`src/include/pmi_defs.vh`:
```
// Constants for the PHY management register block with indirect MMD access.
// Assumes inclusion by bare name from the design files.
`ifndef PMI_DEFS_VH
`define PMI_DEFS_VH
// ----------------------------------------------------------------------------
// Direct register indices
// ----------------------------------------------------------------------------
`define PMI_IDX_MMD_CTRL 5'h0d
`define PMI_IDX_MMD_DATA 5'h0e
`define PMI_IDX_SPECIAL 5'h1f
// ----------------------------------------------------------------------------
// Special control/status fields
// ----------------------------------------------------------------------------
`define PMI_SPC_FIXED_RST 7'h02
`define PMI_SPC_DONE_BIT 12
`define PMI_SPC_FIX_HI 11
`define PMI_SPC_FIX_LO 5
`define PMI_SPD_10HD 3'h1
`define PMI_SPD_100HD 3'h2
`define PMI_SPD_10FD 3'h5
`define PMI_SPD_100FD 3'h6
// ----------------------------------------------------------------------------
// Access control fields
// ----------------------------------------------------------------------------
`define PMI_FN_HI 15
`define PMI_FN_LO 14
`define PMI_FN_ADDR 2'h0
`define PMI_FN_DATA 2'h1
`define PMI_DEV_HI 4
`define PMI_DEV_LO 0
`define PMI_DEV_PCS 5'h03
`define PMI_DEV_AN 5'h07
`define PMI_DEV_VEND 5'h1e
// ----------------------------------------------------------------------------
// MMD register indices
// ----------------------------------------------------------------------------
`define PMI_MIDX_ID1 16'h0002
`define PMI_MIDX_ID2 16'h0003
`define PMI_MIDX_PRES1 16'h0005
`define PMI_MIDX_PRES2 16'h0006
`define PMI_MIDX_STAT 16'h0008
`define PMI_MIDX_PKG1 16'h000e
`define PMI_MIDX_PKG2 16'h000f
`define PMI_MIDX_WUCSR 16'h8010
`define PMI_MIDX_WUFA 16'h8011
`define PMI_MIDX_WUFB 16'h8012
`define PMI_MIDX_MASK0 16'h8021
`define PMI_MIDX_MASK7 16'h8028
`define PMI_MIDX_RXA 16'h8061
`define PMI_MIDX_RXC 16'h8063
// ----------------------------------------------------------------------------
// Storage slots of the MMD memory
// ----------------------------------------------------------------------------
`define PMI_SLOT_WUCSR 4'h0
`define PMI_SLOT_WUFA 4'h1
`define PMI_SLOT_WUFB 4'h2
`define PMI_SLOT_MASK0 4'h3
`define PMI_SLOT_RXA 4'hb
// ----------------------------------------------------------------------------
// Constant MMD contents
// ----------------------------------------------------------------------------
`define PMI_PCS_PRES1 16'h0088
`define PMI_PCS_PRES2 16'h4000
`define PMI_ZERO16 16'h0000
`endif

```
`src/pmi_mem.v`:
```
// Small register memory holding the writable MMD registers.
// Assumes one clock and an active-low asynchronous reset; read data is registered.
`timescale 1ns/10ps
module pmi_mem (
    // Clock and reset
    input wire clock,
    input wire rstn,
    // Write port
    input wire wrEn,
    input wire [3:0] wrAddr,
    input wire [15:0] wrData,
    // Read port
    input wire [3:0] rdAddr,
    output reg [15:0] rdData
);
    reg [15:0] store [0:15];
    integer i;

    always @(posedge clock or negedge rstn) begin
        if (!rstn) begin
            for (i = 0; i < 16; i = i + 1) begin
                store[i] <= 16'h0000;
            end
            rdData <= 16'h0000;
        end else begin
            if (wrEn) begin
                store[wrAddr] <= wrData;
            end
            rdData <= (wrEn && wrAddr == rdAddr) ? wrData : store[rdAddr];
        end
    end
endmodule // pmi_mem

```
`src/pmi_decode.v`:
```
// Decoder from MMD device address and index to a register selection.
// Assumes purely combinational use by the top module.
`timescale 1ns/10ps
`include "pmi_defs.vh"
module pmi_decode (
    // Pointer
    input wire [4:0] device,
    input wire [15:0] index,
    // Selection
    output reg hit,
    output reg stored,
    output reg [3:0] slot,
    output reg [15:0] constVal
);
    // The vendor identity values are arbitrary neutral values.
    parameter [15:0] VEND_ID1 = 16'h1234;
    parameter [15:0] VEND_ID2 = 16'h5678;
    parameter [15:0] VEND_PKG1 = 16'h0000;
    parameter [15:0] VEND_PKG2 = 16'h0000;
    parameter [15:0] VEND_STAT = 16'h0000;

    wire [15:0] maskOff = index - `PMI_MIDX_MASK0;
    wire [15:0] rxOff = index - `PMI_MIDX_RXA;

    always @* begin
        hit = 1'b0;
        stored = 1'b0;
        slot = 4'h0;
        constVal = `PMI_ZERO16;
        case (device)
            `PMI_DEV_PCS: begin
                if (index == `PMI_MIDX_PRES1) begin
                    hit = 1'b1;
                    constVal = `PMI_PCS_PRES1;
                end else if (index == `PMI_MIDX_PRES2) begin
                    hit = 1'b1;
                    constVal = `PMI_PCS_PRES2;
                end else if (index == `PMI_MIDX_WUCSR) begin
                    hit = 1'b1;
                    stored = 1'b1;
                    slot = `PMI_SLOT_WUCSR;
                end else if (index == `PMI_MIDX_WUFA) begin
                    hit = 1'b1;
                    stored = 1'b1;
                    slot = `PMI_SLOT_WUFA;
                end else if (index == `PMI_MIDX_WUFB) begin
                    hit = 1'b1;
                    stored = 1'b1;
                    slot = `PMI_SLOT_WUFB;
                end else if (index >= `PMI_MIDX_MASK0 && index <= `PMI_MIDX_MASK7) begin
                    hit = 1'b1;
                    stored = 1'b1;
                    slot = `PMI_SLOT_MASK0 + maskOff[3:0];
                end else if (index >= `PMI_MIDX_RXA && index <= `PMI_MIDX_RXC) begin
                    hit = 1'b1;
                    stored = 1'b1;
                    slot = `PMI_SLOT_RXA + rxOff[3:0];
                end
            end
            `PMI_DEV_AN: begin
                if (index == `PMI_MIDX_PRES1) begin
                    hit = 1'b1;
                    constVal = `PMI_PCS_PRES1;
                end else if (index == `PMI_MIDX_PRES2) begin
                    hit = 1'b1;
                    constVal = `PMI_PCS_PRES2;
                end
            end
            `PMI_DEV_VEND: begin
                hit = 1'b1;
                case (index)
                    `PMI_MIDX_ID1: constVal = VEND_ID1;
                    `PMI_MIDX_ID2: constVal = VEND_ID2;
                    `PMI_MIDX_PRES1: constVal = `PMI_PCS_PRES1;
                    `PMI_MIDX_PRES2: constVal = `PMI_PCS_PRES2;
                    `PMI_MIDX_STAT: constVal = VEND_STAT;
                    `PMI_MIDX_PKG1: constVal = VEND_PKG1;
                    `PMI_MIDX_PKG2: constVal = VEND_PKG2;
                    default: hit = 1'b0;
                endcase
            end
            default: begin
                hit = 1'b0;
            end
        endcase
    end
endmodule // pmi_decode

```
`src/pmi_top.v`:
```
// PHY management registers: special control/status and indirect MMD access.
// Assumes a synchronous register port: one-cycle read or write strobes with index.
`timescale 1ns/10ps
`include "pmi_defs.vh"
module pmi_top (
    // Clock and reset
    input wire clock,
    input wire rstn,
    // Register port
    input wire regWrite,
    input wire regRead,
    input wire [4:0] regIndex,
    input wire [15:0] regWrData,
    output reg [15:0] regRdData,
    output reg regRdValid,
    // PHY status inputs
    input wire autonegDone,
    input wire [2:0] linkSpeed,
    // Observed state
    output reg [4:0] mmdDevice,
    output reg [15:0] mmdPointer,
    output reg mmdDataPhase
);
    // ------------------------------------------------------------------------
    // Control state
    // ------------------------------------------------------------------------
    reg [15:0] accessCtrl;
    reg [6:0] specialFixed;
    reg [2:0] speedField;
    reg doneFlag;
    reg pendRead;
    reg [4:0] pendIndex;
    reg pendMmd;
    reg [15:0] pendConst;
    reg pendStored;
    reg pendHit;

    wire decHit;
    wire decStored;
    wire [3:0] decSlot;
    wire [15:0] decConst;
    wire [15:0] memRd;

    function isSpeedCode;
        input [2:0] code;
        begin
            isSpeedCode = (code == `PMI_SPD_10HD) || (code == `PMI_SPD_100HD) ||
                (code == `PMI_SPD_10FD) || (code == `PMI_SPD_100FD);
        end
    endfunction

    wire isDataWrite = regWrite && regIndex == `PMI_IDX_MMD_DATA;
    wire isDataRead = regRead && regIndex == `PMI_IDX_MMD_DATA;
    wire memWrite = isDataWrite && mmdDataPhase && decHit && decStored;

    // ------------------------------------------------------------------------
    // Decoder and storage
    // ------------------------------------------------------------------------
    pmi_decode uDecode (
        .device(mmdDevice),
        .index(mmdPointer),
        .hit(decHit),
        .stored(decStored),
        .slot(decSlot),
        .constVal(decConst)
    );

    pmi_mem uMem (
        .clock(clock),
        .rstn(rstn),
        .wrEn(memWrite),
        .wrAddr(decSlot),
        .wrData(regWrData),
        .rdAddr(decSlot),
        .rdData(memRd)
    );

    // ------------------------------------------------------------------------
    // Status sampling and register writes
    // ------------------------------------------------------------------------
    always @(posedge clock or negedge rstn) begin
        if (!rstn) begin
            doneFlag <= 1'b0;
            speedField <= 3'h0;
            specialFixed <= `PMI_SPC_FIXED_RST;
            accessCtrl <= 16'h0000;
            mmdDevice <= 5'h00;
            mmdPointer <= 16'h0000;
            mmdDataPhase <= 1'b0;
        end else begin
            doneFlag <= autonegDone;
            speedField <= isSpeedCode(linkSpeed) ? linkSpeed : 3'h0;
            if (regWrite && regIndex == `PMI_IDX_SPECIAL) begin
                specialFixed <= regWrData[`PMI_SPC_FIX_HI:`PMI_SPC_FIX_LO];
            end
            if (regWrite && regIndex == `PMI_IDX_MMD_CTRL) begin
                accessCtrl <= regWrData;
                mmdDevice <= regWrData[`PMI_DEV_HI:`PMI_DEV_LO];
                mmdDataPhase <= regWrData[`PMI_FN_HI:`PMI_FN_LO] == `PMI_FN_DATA;
            end
            if (isDataWrite && !mmdDataPhase) begin
                mmdPointer <= regWrData;
            end
        end
    end

    // ------------------------------------------------------------------------
    // Read path
    // ------------------------------------------------------------------------
    always @(posedge clock or negedge rstn) begin
        if (!rstn) begin
            pendRead <= 1'b0;
            pendIndex <= 5'h00;
            pendMmd <= 1'b0;
            pendConst <= 16'h0000;
            pendStored <= 1'b0;
            pendHit <= 1'b0;
        end else begin
            pendRead <= regRead;
            pendIndex <= regIndex;
            pendMmd <= isDataRead && mmdDataPhase;
            pendConst <= decConst;
            pendStored <= decStored;
            pendHit <= decHit;
        end
    end

    always @(posedge clock or negedge rstn) begin
        if (!rstn) begin
            regRdData <= 16'h0000;
            regRdValid <= 1'b0;
        end else begin
            regRdValid <= pendRead;
            if (pendRead) begin
                case (pendIndex)
                    `PMI_IDX_SPECIAL: begin
                        regRdData <= {3'h0, doneFlag, specialFixed, speedField, 2'h0};
                    end
                    `PMI_IDX_MMD_CTRL: begin
                        regRdData <= accessCtrl;
                    end
                    `PMI_IDX_MMD_DATA: begin
                        if (!pendMmd) begin
                            regRdData <= mmdPointer;
                        end else if (!pendHit) begin
                            regRdData <= `PMI_ZERO16;
                        end else begin
                            regRdData <= pendStored ? memRd : pendConst;
                        end
                    end
                    default: begin
                        regRdData <= 16'h0000;
                    end
                endcase
            end
        end
    end
endmodule // pmi_top

```
`config.mk`:
```
export PLATFORM = sky130hd
export DESIGN_NAME = pmi_top
export DESIGN_NICKNAME = d
export VERILOG_FILES = /design/src/pmi_mem.v /design/src/pmi_decode.v /design/src/pmi_top.v
export VERILOG_INCLUDE_DIRS = /design/src /design/src/include
export SDC_FILE = /design/constraint.sdc
export NUM_CORES = 1
export LEC_CHECK = 0
export ABC_AREA = 0
export BUFFER_PORTS_ARGS = -buffer_cell sky130_fd_sc_hd__buf_4
export CAP_MARGIN = 20
export CORE_UTILIZATION = 65
export CTS_BUF_LIST = sky130_fd_sc_hd__clkbuf_4 sky130_fd_sc_hd__clkbuf_8 sky130_fd_sc_hd__clkbuf_16
export DETAILED_ROUTE_END_ITERATION = 10
export HOLD_SLACK_MARGIN = 0.15
export PLACE_DENSITY = 0.93
export SLEW_MARGIN = 20
export SYNTH_ARGS = -nofsm -noshare
export SYNTH_HDL_FRONTEND = slang
export SYNTH_SLANG_ARGS = --single-unit
```
`constraint.sdc`:
```
create_clock -name clock -period 5.65 [get_ports clock]
set_clock_uncertainty 0.2 [all_clocks]
set_input_delay 0.8475 -clock clock [delete_from_list [all_inputs] [get_ports clock]]
set_output_delay 0.8475 -clock clock [all_outputs]
set_load 0.01 [all_outputs]
```
==> metrics.txt <==
status complete, no violations; reg2reg end uMem.rdData[15]; first-pass GRT wire length 73300 um; DRT iter0 DRCs between 1500 and 2000; sequential fraction of the synthesis area 52.8%; maximum clock path buffer count 3; vias approximately 12000; cell area after synthesis 0.0165 mm^2; P_leak 9.00 nW; placed cells 1677; worst-path maximum fanout 43; post-synthesis mux area share approximately a quarter; Die Y roughly 160 um; # port buffers 67; Max-Slew Margin vs Limit 19.7%; H-tree Lvls 2; ys flop type dfrtp_1; DR pass1 iterations 6; Syn Area/Cell 12.1 um^2; slew of the pin with the lowest slew margin 1.20 ns; Finished Layout Cells approximately 1700; distinct cell type count after synthesis 75; Cell Rows 57; Crit. End Element flop; Clk Tree Root Cell clkbuf_16; CTS buffer count 37; Startpoint Class flop; residual DRC count 0; GRT overflow 0; Final ANT Viol Nets 0; Switch Pwr 0.00141 W; RSZ-0062 raised after global routing no; Final Max Slew Viols 0; Max Freq 0.219 GHz; initial antenna violation count 1; die width 161 um; Critical path destination uMem.rdData[15]; largest net degree at the start of global routing between 100 and 150; Flop pwr share 46.6%; vias in the first global route 12579; CTS clk-pin slew, worst paths 0.06 ns; reg2reg start mmdPointer[1]; Logic pwr share 7.8%; Synth Register Bits 348; synth warn 0; power per standard cell area approximately 310 mW/mm^2; n_diodes 0; final wirelength 47000 um; Total GRT Usage 37.2%; Reg2Reg Depth 9; synthesized instance count 1368; Routed WL per cell about 27 um; internal power 0.00429 W; number of fill cells 1408; Area Growth Syn to Fin 11.9%; Critical Path AT 4.79 ns; layout cells sized above 1 between 30% and 40%; Clk network pwr share 45.5%; Post-synth ARST share 100%; EDFF count, synth 0; post-synthesis net count 1400; nets 1424; Final Critical Period ~4.6 ns; Crit path required time 5.87 ns; Min-Delay Path Class input pin to async pin; core footprint 0.0246 mm^2; Peak VDD IR approximately 0.00024 V; r2r setup slk between 1 and 1.5 ns; clock sinks 348; PostCTS Resize Cnt 0; full die area roughly 0.026 mm^2; Setup CP Type flop to flop; DP HPWL 27500 um; Compound-Gate Fraction of Synth Area 9.40%; total of max-cap violations 0; Final Cycle Share 80.9%; setup violators final 0; worst-skew pair later-pin latency 0.53 ns; routability cong. 0.913; Sw Share 24.7%; Setup crit start mmdPointer[1]; adder-cell share of the synthesized area 0.228%; setup TNS 0 ns; hold_buf cts 0; CTS tree built; num ports 68; xor and xnor area share after synthesis less than 1%; largest family of logic cells by synthesized area multiplexers; hold slack 0.152 ns; Post-CTS Setup Bufs 0; drt via density between 7 and 8; Simple-Gate Fraction of Synth Area 8.63%; final hold viol count 0; Initial Utilization 67.0%
-- Yosys cell counts, types with 10 or more instances --
master    count  area share, %
a21oi_1      41            1.2
o22ai_1      35            1.3
clkbuf_1     63            1.4
nor2_1       25           0.57
a211oi_1     12           0.55
a22oi_1      13           0.59
a222oi_1     15           0.91
mux2_2      305             21
buf_2        25           0.76
dfrtp_1     347             53
nand3_1      19           0.58
a211o_1      10           0.53
mux2i_1      49            3.0
o21ai_0      10           0.30
buf_4        12           0.55
a221oi_1     15           0.80
inv_1        38           0.87
nand2_1     174            4.0
nor3_1       18           0.55
-- layout by cell type, fill, tap and decap left out, types with 25 or more instances in the layout --
master     count
clkbuf_16     38
buf_4         93
mux2i_1       49
nand2_1      174
a21oi_1       41
mux2_2       305
nor2_1        25
dfrtp_1      347
inv_1         38
o22ai_1       35
-- critical path: stages (launching register included) --
cell and delay, ns:
dfrtp_1 0.86, nand2_1 0.21, a311o_1 0.46, a21o_1 0.25
o41ai_4 0.31, buf_4 0.62, mux2_2 0.43, a222oi_1 0.71
nand3_1 0.20, o21a_1 0.15
-- metrics by stage --
stage	utilization [%]	worst slack (ns)	cell area [um^2]	total power, W
finish	75.0	1.08	18500	0.00570
global route	75.0	0.887	18500	0.00585
CTS	75.0	1.21	18500	0.00570
detailed placement	69.7	1.30	17100	0.00314
global placement	69.7	1.41	17100	0.00312
floorplan	-	2.31	16500	0.00293
-- registers in the layout, indices dropped and copies added (netlist names), 3 cells and up --
name and count:
uMem.rdData 16, pendConst 6, regRdData 16, pendIndex 5, speedField 3, mmdPointer 16, uMem.store 256, accessCtrl 12
mmdDevice 4, specialFixed 7
-- area by class of cell --
cell class                      count  area [um^2]  area share [%]
Multi-Input combinational cell    871         7130            38.6
Timing Repair Buffer               96          753            4.08
Sequential cell                   348         8710            47.2
Tap cell                          324          405            2.20
Clock inverter                     15          205            1.11
Clock buffer                       51         1100            5.99
Inverter                           38          143           0.773
-- routing by layer --
layer | share of wire (%) | track usage [%]
met5 | 0 | 0
met4 | 6.3 | 22.9
met3 | 10 | 8.60
met2 | 47 | 58.5
met1 | 37 | 46.9
-- cells by family (layout without fill, tap and decap cells) --
family	count (synthesis)	after routing
mux	365	365
flops	348	348
simple gates	290	290
compound gates	209	209
buf+inv	149	200
xor+xnor	4	4
fa+ha+maj	3	3
-- power by group through the flow --
| stage | Sequential (W) | Clock (W) | Combinational, W |
|---|---|---|---|
| finish | 0.00266 | 0.00259 | 0.000446 |
| detailed placement | 0.00270 | 0 | 0.000438 |
| global route | 0.00266 | 0.00270 | 0.000482 |
| global placement | 0.00269 | 0 | 0.000432 |
| CTS | 0.00265 | 0.00260 | 0.000445 |
| floorplan | 0.00266 | 0 | 0.000269 |
-- how the worst min path moves through the flow --
stage                          startpoint               to  depth (start not counted)
after CTS                     autonegDone         doneFlag                          1
after global routing          autonegDone         doneFlag                          1
final                                rstn    mmdPointer[7]                          1
after detailed placement    uMem.store[9]    uMem.store[9]                          1
after floorplan                  pendRead       regRdValid                          0
after global placement    uMem.store[126]  uMem.store[126]                          1
Power figures use the tool's default switching activity.
